`config.mk`:
```
export PLATFORM = sky130hd
export DESIGN_NAME = smd_stop_ctrl
export DESIGN_NICKNAME = d
export VERILOG_FILES = /design/src/shared/smd_pkg.sv /design/src/rtl/smd_stop_ctrl.sv
export SDC_FILE = /design/constraint.sdc
export NUM_CORES = 1
export LEC_CHECK = 0
export BUFFER_PORTS_ARGS = -buffer_cell sky130_fd_sc_hd__buf_2
export CAP_MARGIN = 15
export CELL_PAD_IN_SITES_DETAIL_PLACEMENT = 1
export CELL_PAD_IN_SITES_GLOBAL_PLACEMENT = 2
export CORE_ASPECT_RATIO = 1.75
export CORE_UTILIZATION = 30
export DETAILED_ROUTE_END_ITERATION = 12
export GPL_TIMING_DRIVEN = 0
export PLACE_DENSITY = 0.74
export SLEW_MARGIN = 20
export SYNTH_ARGS = -nofsm -noshare
export SYNTH_HDL_FRONTEND = slang
export SYNTH_SLANG_ARGS = --single-unit
```
`constraint.sdc`:
```
create_clock -name ref_clk_i -period 2.22 [get_ports ref_clk_i]
set_input_delay 0 -clock ref_clk_i [delete_from_list [all_inputs] [get_ports ref_clk_i]]
set_output_delay 0 -clock ref_clk_i [all_outputs]
set_load 0.01 [all_outputs]
```
`src/shared/smd_pkg.sv`:
```
package smd_pkg;

  // Register offsets on the plain register port
  localparam logic [3:0] SMD_ADDR_CLK_CTRL  = 4'h0;
  localparam logic [3:0] SMD_ADDR_CLK_SEL   = 4'h1;
  localparam logic [3:0] SMD_ADDR_OSC_DET   = 4'h2;
  localparam logic [3:0] SMD_ADDR_PROTECT   = 4'h3;
  localparam logic [3:0] SMD_ADDR_SW_FLAGS  = 4'h4;
  localparam logic [3:0] SMD_ADDR_WAKE_EN   = 4'h5;
  localparam logic [3:0] SMD_ADDR_STATUS    = 4'h6;

  // Clock control register fields
  localparam int SMD_B_ALL_STOP   = 0;
  localparam int SMD_B_DIV8       = 1;
  localparam int SMD_B_DIV_LO     = 2;
  localparam int SMD_B_DIV_HI     = 3;
  localparam int SMD_B_XTAL_STOP  = 4;
  localparam int SMD_B_LSOSC_STOP = 5;
  localparam int SMD_B_WAIT_REQ   = 6;
  localparam int SMD_B_PCLK_WAIT  = 7;

  // Clock select register fields
  localparam int SMD_B_WAKE_SEL   = 0;
  localparam int SMD_B_SRC_XTAL   = 1;
  localparam int SMD_B_LOWPWR     = 2;

  // Oscillation-stop-detect register fields
  localparam int SMD_B_DET_LO     = 0;
  localparam int SMD_B_DET_HI     = 1;
  localparam int SMD_B_OCO_SEL    = 2;
  localparam int SMD_B_XTAL_DEAD  = 3;

  // Protect register field
  localparam int SMD_B_CLK_WE     = 0;

  // Software flag register fields
  localparam int SMD_B_FL_REWRITE = 0;
  localparam int SMD_B_FL_LOWCUR  = 1;
  localparam int SMD_B_VMON_FDIS  = 2;

  // Wake source indices
  localparam int SMD_W_KEY        = 0;
  localparam int SMD_W_EXTPIN     = 1;
  localparam int SMD_W_TIMER      = 2;
  localparam int SMD_W_SERIAL     = 3;
  localparam int SMD_W_VMON1      = 4;
  localparam int SMD_NWAKE        = 5;

  // Reset values
  localparam logic [7:0] SMD_RST_CLK_CTRL = 8'h28;
  localparam logic [7:0] SMD_RST_CLK_SEL  = 8'h02;
  localparam logic [7:0] SMD_RST_OSC_DET  = 8'h04;
  localparam logic [7:0] SMD_RST_ZERO     = 8'h00;

  // Crystal loss detection: no edge within this time means stopped
  localparam int SMD_XTAL_TIMEOUT_NS = 1000;
  localparam int SMD_CLK_PERIOD_NS   = 5;
  localparam int SMD_XTAL_TIMEOUT_CYC =
    SMD_XTAL_TIMEOUT_NS / SMD_CLK_PERIOD_NS;
  localparam int SMD_PREFETCH_BYTES  = 4;

  // Power state machine
  typedef enum logic [1:0] {
    SMD_RUN  = 2'b00,
    SMD_STOP = 2'b01,
    SMD_WAKE = 2'b10,
    SMD_WAIT = 2'b11
  } smd_state_e;

endpackage

```
`src/rtl/smd_stop_ctrl.sv`:
```
// Function
// - Stop mode gates off every oscillator except the watchdog low-speed one; here oco_en_o is cleared in stop as well.
// - Externally clocked peripherals keep running while internal clocks stop.
// - Key, unfiltered pin and unfiltered event-count timer interrupts wake.
// - External-clock serial and unfiltered voltage monitor 1 also wake.
// - Writing all-clocks-stop enters stop and forces divide-by-8 select.
// - Ports hold their state while stopped; crystal output pin driven high.
// - Only reset or a peripheral interrupt ends stop mode.
// - Interrupt sequence runs after request and restarted CPU clock.
// - CPU clock after wake is the previous source divided by 8.
// - Crystal loss with detect 11b selects on-chip osc, flags, interrupts.
// - Detection interrupt shares one vector with watchdog and vmon.
// - Crystal-stopped flag reports a stop only, not stability.
// - Prefetch takes four bytes past the stop request before halting; here wake waits for three fetch_done_i pulses in stop.
// - Clock register writes take effect only with protect bit 0 set.
//
// The address map and strobed register access are this design's own decisions.
`timescale 1ns/1ps
`default_nettype none
module smd_stop_ctrl
  import smd_pkg::*;
(
  input  wire logic             ref_clk_i,
  input  wire logic             resetn_i,
  input  wire logic             clk_en_i,
  input  wire logic [3:0]       addr_i,
  input  wire logic [7:0]       wdata_i,
  input  wire logic             wr_i,
  input  wire logic             rd_i,
  output logic      [7:0]       rdata_o,
  input  wire logic [SMD_NWAKE-1:0] wake_req_i,
  input  wire logic             ext_filter_on_i,
  input  wire logic             timer_filter_on_i,
  input  wire logic             timer_event_mode_i,
  input  wire logic             serial_ext_clk_i,
  input  wire logic             crystal_input_clock_i,
  input  wire logic             fetch_done_i,
  output logic                  cpu_clk_en_o,
  output logic                  periph_clk_en_o,
  output logic                  xtal_en_o,
  output logic                  oco_en_o,
  output logic                  port_hold_o,
  output logic                  crystal_output_pin_o,
  output logic                  crystal_output_pin_oe_o,
  output logic                  wake_irq_o,
  output logic                  osc_det_irq_o,
  output logic                  shared_nmi_o,
  output logic [1:0]            sysclk_div_o,
  output logic                  sysclk_div8_select_o
);

  smd_state_e state_r;
  smd_state_e state_nxt;
  logic [7:0] clk_ctrl_r;
  logic [7:0] clk_sel_r;
  logic [7:0] osc_det_r;
  logic [7:0] protect_r;
  logic [7:0] sw_flags_r;
  logic [SMD_NWAKE-1:0] wake_en_r;
  logic [SMD_NWAKE-1:0] wake_s1_r;
  logic [SMD_NWAKE-1:0] wake_s2_r;
  logic [2:0] xin_sync_r;
  logic [15:0] xin_cnt_r;
  logic [1:0] pf_cnt_r;
  logic       det_irq_r;
  logic [7:0] rdata_r;

  // Register write decode; only the clock registers are qualified by protect bit
  function automatic logic is_wr(input logic [3:0] a,
                                 input logic [3:0] want,
                                 input logic       w);
    is_wr = w && (a == want);
  endfunction

  wire clk_we      = protect_r[SMD_B_CLK_WE];
  wire wr_ctrl     = is_wr(addr_i, SMD_ADDR_CLK_CTRL, wr_i) && clk_we;
  wire wr_sel      = is_wr(addr_i, SMD_ADDR_CLK_SEL, wr_i) && clk_we;
  wire wr_det      = is_wr(addr_i, SMD_ADDR_OSC_DET, wr_i) && clk_we;
  wire wr_prot     = is_wr(addr_i, SMD_ADDR_PROTECT, wr_i);
  wire wr_flags    = is_wr(addr_i, SMD_ADDR_SW_FLAGS, wr_i);
  wire wr_wake     = is_wr(addr_i, SMD_ADDR_WAKE_EN, wr_i);

  // Stop and wait requests from control writes
  wire stop_req    = wr_ctrl && wdata_i[SMD_B_ALL_STOP];
  wire wait_req    = wr_ctrl && wdata_i[SMD_B_WAIT_REQ];

  // Qualify wake sources by their usable conditions in stop
  logic [SMD_NWAKE-1:0] wake_ok;
  assign wake_ok[SMD_W_KEY]    = 1'b1;
  assign wake_ok[SMD_W_EXTPIN] = !ext_filter_on_i;
  assign wake_ok[SMD_W_TIMER]  = timer_event_mode_i &&
                                 !timer_filter_on_i;
  assign wake_ok[SMD_W_SERIAL] = serial_ext_clk_i;
  assign wake_ok[SMD_W_VMON1]  = sw_flags_r[SMD_B_VMON_FDIS];

  // Wake only from enabled, usable, synchronised requests
  wire wake_hit = |(wake_s2_r & wake_en_r & wake_ok);

  // Crystal loss: detection armed, crystal in use, edges absent
  wire det_armed = osc_det_r[SMD_B_DET_HI] &&
                   osc_det_r[SMD_B_DET_LO] &&
                   clk_sel_r[SMD_B_SRC_XTAL] &&
                   !osc_det_r[SMD_B_OCO_SEL];
  wire xin_edge  = xin_sync_r[2] ^ xin_sync_r[1];
  wire xin_lost  = det_armed &&
                   (xin_cnt_r == 16'(SMD_XTAL_TIMEOUT_CYC));

  // Next state of the power controller
  always_comb begin
    state_nxt = state_r;
    unique case (state_r)
      SMD_RUN: begin
        if (stop_req) begin
          state_nxt = SMD_STOP;
        end else if (wait_req) begin
          state_nxt = SMD_WAIT;
        end
      end
      SMD_STOP: begin
        if (pf_cnt_r == 2'd3 && wake_hit) begin
          state_nxt = SMD_WAKE;
        end
      end
      SMD_WAKE: state_nxt = SMD_RUN;
      SMD_WAIT: begin
        if (wake_hit) begin
          state_nxt = SMD_RUN;
        end
      end
    endcase
  end

  // Wake request capture: two-stage sync of pin-side requests
  always_ff @(posedge ref_clk_i or negedge resetn_i) begin
    if (!resetn_i) begin
      wake_s1_r <= '0;
      wake_s2_r <= '0;
      xin_sync_r <= '0;
    end else begin
      wake_s1_r <= wake_req_i;
      wake_s2_r <= wake_s1_r;
      xin_sync_r <= {xin_sync_r[1:0], crystal_input_clock_i};
    end
  end

  // State, prefetch count and crystal watchdog counter
  always_ff @(posedge ref_clk_i or negedge resetn_i) begin
    if (!resetn_i) begin
      state_r   <= SMD_RUN;
      pf_cnt_r  <= 2'd0;
      xin_cnt_r <= 16'h0000;
    end else if (clk_en_i) begin
      state_r <= state_nxt;
      if (state_r != SMD_STOP) begin
        pf_cnt_r <= 2'd0;
      end else if (pf_cnt_r != 2'd3 && fetch_done_i) begin
        pf_cnt_r <= pf_cnt_r + 2'd1;
      end
      if (!det_armed || xin_edge) begin
        xin_cnt_r <= 16'h0000;
      end else if (!xin_lost) begin
        xin_cnt_r <= xin_cnt_r + 16'h0001;
      end
    end
  end

  // Control registers with hardware-forced fields
  always_ff @(posedge ref_clk_i or negedge resetn_i) begin
    if (!resetn_i) begin
      clk_ctrl_r <= SMD_RST_CLK_CTRL;
      clk_sel_r  <= SMD_RST_CLK_SEL;
      protect_r  <= SMD_RST_ZERO;
      sw_flags_r <= SMD_RST_ZERO;
      wake_en_r  <= '0;
    end else if (clk_en_i) begin
      if (wr_ctrl) begin
        clk_ctrl_r <= wdata_i;
      end
      if (stop_req) begin
        clk_ctrl_r[SMD_B_DIV8] <= 1'b1;
      end
      if (state_r != SMD_RUN && state_nxt == SMD_RUN) begin
        clk_ctrl_r[SMD_B_ALL_STOP] <= 1'b0;
        clk_ctrl_r[SMD_B_WAIT_REQ] <= 1'b0;
      end
      if (xin_lost) begin
        clk_ctrl_r[SMD_B_LSOSC_STOP] <= 1'b0;
      end
      if (wr_sel) begin
        clk_sel_r <= wdata_i & 8'h07;
      end
      if (wr_prot) begin
        protect_r <= wdata_i & 8'h0F;
      end
      if (wr_flags) begin
        sw_flags_r <= wdata_i & 8'h07;
      end
      if (wr_wake) begin
        wake_en_r <= wdata_i[SMD_NWAKE-1:0];
      end
    end
  end

  // Detection register; hardware set wins over software write
  always_ff @(posedge ref_clk_i or negedge resetn_i) begin
    if (!resetn_i) begin
      osc_det_r <= SMD_RST_OSC_DET;
      det_irq_r <= 1'b0;
    end else if (clk_en_i) begin
      det_irq_r <= xin_lost;
      if (wr_det) begin
        osc_det_r <= wdata_i & 8'h0F;
      end
      if (xin_lost) begin
        osc_det_r[SMD_B_OCO_SEL]   <= 1'b1;
        osc_det_r[SMD_B_XTAL_DEAD] <= 1'b1;
      end
    end
  end

  // Read mux, data in the cycle after the strobe
  logic [7:0] rd_mux;
  assign rd_mux =
    (addr_i == SMD_ADDR_CLK_CTRL) ? clk_ctrl_r :
    (addr_i == SMD_ADDR_CLK_SEL)  ? clk_sel_r  :
    (addr_i == SMD_ADDR_OSC_DET)  ? osc_det_r  :
    (addr_i == SMD_ADDR_PROTECT)  ? protect_r  :
    (addr_i == SMD_ADDR_SW_FLAGS) ? sw_flags_r :
    (addr_i == SMD_ADDR_WAKE_EN)  ? {3'b000, wake_en_r} :
    (addr_i == SMD_ADDR_STATUS)   ? {6'h00, state_r} : 8'h00;

  always_ff @(posedge ref_clk_i or negedge resetn_i) begin
    if (!resetn_i) begin
      rdata_r <= 8'h00;
    end else if (clk_en_i) begin
      rdata_r <= rd_i ? rd_mux : 8'h00;
    end
  end

  // Clock gating and pin control, all registered
  wire stop_n = (state_nxt != SMD_STOP);
  always_ff @(posedge ref_clk_i or negedge resetn_i) begin
    if (!resetn_i) begin
      cpu_clk_en_o            <= 1'b1;
      periph_clk_en_o         <= 1'b1;
      xtal_en_o               <= 1'b1;
      oco_en_o                <= 1'b0;
      port_hold_o             <= 1'b0;
      crystal_output_pin_o    <= 1'b0;
      crystal_output_pin_oe_o <= 1'b0;
      wake_irq_o              <= 1'b0;
      osc_det_irq_o           <= 1'b0;
      shared_nmi_o            <= 1'b0;
      sysclk_div_o            <= 2'b00;
      sysclk_div8_select_o    <= 1'b0;
    end else if (clk_en_i) begin
      cpu_clk_en_o    <= stop_n && (state_nxt != SMD_WAIT);
      periph_clk_en_o <= stop_n &&
        !(state_nxt == SMD_WAIT && clk_ctrl_r[SMD_B_PCLK_WAIT]);
      xtal_en_o       <= stop_n && !clk_ctrl_r[SMD_B_XTAL_STOP];
      oco_en_o        <= stop_n &&
        (osc_det_r[SMD_B_OCO_SEL] || !clk_ctrl_r[SMD_B_LSOSC_STOP]);
      port_hold_o     <= !stop_n;
      crystal_output_pin_o    <= !stop_n;
      crystal_output_pin_oe_o <= !stop_n;
      wake_irq_o      <= (state_r == SMD_WAKE);
      osc_det_irq_o   <= det_irq_r;
      shared_nmi_o    <= det_irq_r;
      sysclk_div_o    <= {clk_ctrl_r[SMD_B_DIV_HI],
                          clk_ctrl_r[SMD_B_DIV_LO]};
      // The forced divide-by-8 shows together with the stop entry
      sysclk_div8_select_o <= clk_ctrl_r[SMD_B_DIV8] || stop_req;
    end
  end

  assign rdata_o = rdata_r;

endmodule // smd_stop_ctrl
`default_nettype wire

```
==> results.sh <==
export IMPL_status="complete, no violations"
export IMPL_grt_usage=0.164
export IMPL_rsz0062_at_grt="false"
export IMPL_arrival_ns=2.06
export IMPL_antenna_left=0
export IMPL_min_from="wdata_i[1]"
export IMPL_dpl_hpwl_um=7360
export IMPL_worst_slack_ns=0.378
export IMPL_syn_nets=347
export IMPL_cts_root_buf="clkbuf_16"
export IMPL_wl_um=9670
export IMPL_overflow=0
export IMPL_peakVddDrop_uv=369
export IMPL_synth_edf_count=0
export IMPL_synth_xor_area_frac=0.0379
export IMPL_portBuffers=46
export IMPL_fmax_mhz=543
export IMPL_dp_slack_ns=0.343
export IMPL_ys_ff_latch=79
export IMPL_tightest_slew_ns=0.606
export IMPL_vias=2701
export IMPL_rows=53
export IMPL_synthAdderAreaFrac=0.0102
export IMPL_cts_sinks=79
export IMPL_finalCritPeriodShare=0.830
export IMPL_crit_required_ns=2.44
export IMPL_coreArea_um2=12000
export IMPL_clk_pin_slew_ns=0.06
export IMPL_total_leakage_power_nw=2.08
export IMPL_synth_compound_area_frac=0.118
export IMPL_yosys_warnings=0
export IMPL_syn_avg_cell_area_um2=11.7
export IMPL_route_detailed_drc=0
export IMPL_antenna_found_initial=0
export IMPL_max_slew_margin_rel=0.596
export IMPL_power_density_nw_per_um2=874
export IMPL_synthCells=316
export IMPL_drv_cap=0
export IMPL_syn_area_um2=3690
export IMPL_crit_path_end_kind="flip-flop"
export IMPL_fin_skew_ns=0.00598
export IMPL_cp_max_fo=10
export IMPL_via_per_inst=4.86
export IMPL_rr_startpoint="osc_det_r[2]"
export IMPL_cts_htree_levels=3
export IMPL_fin_total_pwr_mw=4.03
export IMPL_drt_initial_drc_count=142
export IMPL_yosysSeqAreaShare=0.538
export IMPL_synth_mux_area_frac=0.0874
export IMPL_die_area_um2=12800
export IMPL_busiest_layer="met2"
export IMPL_grt_max_degree=51
export IMPL_wire_per_inst_um=17.4
export IMPL_grt_pass1_wl_um=15700
export IMPL_yosys_area_share_simple=0.168
export IMPL_grtUsageMet1=0.185
export IMPL_num_nets_final=417
export IMPL_setup_viol=0
export IMPL_start_kind="flip-flop"
export IMPL_grt_pass1_vias=2920
export IMPL_drv_slew=0
export IMPL_synth_top_family_by_area="simple AND/OR/NAND/NOR gates"
export IMPL_gp_congestion=0.814
export IMPL_grt_use_met2=0.302
export IMPL_async_reset_ff_frac=1.00
export IMPL_hp_class="in2reg"
export IMPL_initial_core_util=0.308
export IMPL_finalHoldViolCount=0
export IMPL_rrSetupSlack_ns=0.38
export IMPL_die_h_um=149
export IMPL_cts_buffers=9
export IMPL_cts_buffer_depth=2
export IMPL_cts_resized=0
export IMPL_critPathKind="reg2reg"
export IMPL_drive_gt1_frac=0.322
export IMPL_worst_skew_pair_late_latency_ns=0.34
export IMPL_period_minus_slack_ns=1.84
export IMPL_diodes=0
export IMPL_area_growth_pct=24.8
export IMPL_ioPinCount=49
export IMPL_critPathLaunch="osc_det_r[2]"
export IMPL_met3_usage=0.0277
export IMPL_drtPass1Iterations=4
export IMPL_cts_tree="built"
export IMPL_die_w_um=85.9
export IMPL_synth_distinct_cells=64
export IMPL_synth_main_ff_cell="dfrtp_1"
export IMPL_setup_tns_final_ns=0
==> layer usage <==
metal,part of all wire,vias up
li1,-,1283
met1,0.39,1362
met2,0.56,45
met3,0.023,11
met4,0.021,0
met5,0,-
==> state kept, by name, summed over array words and instances, names as in the netlist, 4 cells and up <==
| name | cells |
|---|---|
| wake_s1_r | 5 |
| clk_ctrl_r | 8 |
| osc_det_r | 4 |
| xin_cnt_r | 16 |
| wake_en_r | 5 |
| protect_r | 4 |
| rdata_o | 8 |
| wake_s2_r | 5 |
==> synth_stat cells (all sizes together) (2+ instances only) <==
master,count,area [um2]
buf,14,93.8
xor2,10,87.6
o211a,2,20.0
mux2,26,293
nor2b,4,40.0
nand2b,4,25.0
dfrtp,72,1800
inv,14,52.6
mux2i,3,30.0
o31ai,2,28.8
a211o,2,18.8
a221o,3,30.0
nor3,12,103
o21ai,8,40.0
nand3,6,30.0
a32o,2,20.0
a211oi,2,15.0
a221oi,3,26.3
and3,5,31.3
a31oi,3,18.8
nor4,2,12.5
dfstp,7,184
nand2,16,62.6
and2,3,18.8
nor2,30,113
o2bb2ai,2,17.5
nor3b,4,30.0
a22o,5,43.8
nand4,8,56.3
ha,3,37.5
o2111ai,2,17.5
xnor2,6,52.6
a21oi,9,45.0
and4,3,26.3
==> metrics by stage <==
step           hold slack [ns]  instances   util  area [um2]
3_5_place_dp           -0.0323        528  0.347        4160
3_3_place_gp             0.107        527  0.344        4130
4_1_cts                0.00897        556  0.384        4610
6_report               0.00958        556  0.384        4610
2_1_floorplan           -0.296        316      -        3690
5_1_grt                0.00220        556  0.384        4610
==> cells in the final DEF, fill, tap and decap left out, drive strengths merged, types with 2 or more instances in the layout <==
cell / instances
dfrtp: 72
buf: 61
nor2: 30
mux2: 26
inv: 17
nand2: 16
dlygate4sd3: 12
nor3: 12
xor2: 10
clkbuf: 10
a21oi: 9
nand4: 8
o21ai: 8
dfstp: 7
xnor2: 6
nand3: 6
and3: 5
a22o: 5
nor3b: 4
nand2b: 4
nor2b: 4
and2: 3
and4: 3
a31oi: 3
mux2i: 3
a221oi: 3
a221o: 3
ha: 3
nor4: 2
a32o: 2
o2bb2ai: 2
o2111ai: 2
o211a: 2
a211oi: 2
bufinv: 2
o31ai: 2
a211o: 2
==> area by class of cell <==
cell class | count | area, um2
Fill cell | 1304 | 7390
Sequential cell | 79 | 1990
Multi-Input combinational cell | 208 | 1560
Timing Repair Buffer | 59 | 380
Clock buffer | 9 | 225
Tap cell | 165 | 206
Clock inverter | 7 | 103
Buffer | 15 | 97.6
Inverter | 14 | 52.6
==> where the power goes <==
group | switching [mW] | internal [mW] | total (mW)
registers | 0.118 | 1.62 | 1.74
logic | 0.358 | 0.317 | 0.676
clock network | 0.619 | 0.998 | 1.62
==> path summary, 6_finish.rpt <==
kind                       cells past startpoint            end
max                                            5   xin_cnt_r[9]
min                                            2   wake_en_r[1]
max reg2reg                                    5   xin_cnt_r[9]
min reg2reg                                    0   wake_s2_r[2]
max in group asynchronous                      3  clk_ctrl_r[3]
min in group asynchronous                      2  xin_cnt_r[11]
==> worst max-delay path: stages, from the launching register on <==
cell	delay (ns)
dfstp_2	0.58
and4b_1	0.24
and2_1	0.18
nor2_1	0.34
buf_2	0.31
nor2_1	0.08
==> kinds of logic (layout without fill, tap and decap cells) <==
| group | count (synthesis) | after routing |
|---|---|---|
| AND/OR/NAND/NOR | 105 | 105 |
| AO/OA/AOI/OAI | 55 | 55 |
| buffers and inverters | 29 | 104 |
| flip-flops | 79 | 79 |
| adder cells (fa/ha/maj) | 3 | 3 |
| XOR/XNOR | 16 | 16 |
| multiplexers | 29 | 29 |
==> what timing repair did <==
action                                 CTS  global route
endpoints found under the hold margin   88             0
setup buffers                            0             0
hold buffers                            12             0
(Power assumes the default switching activity.)
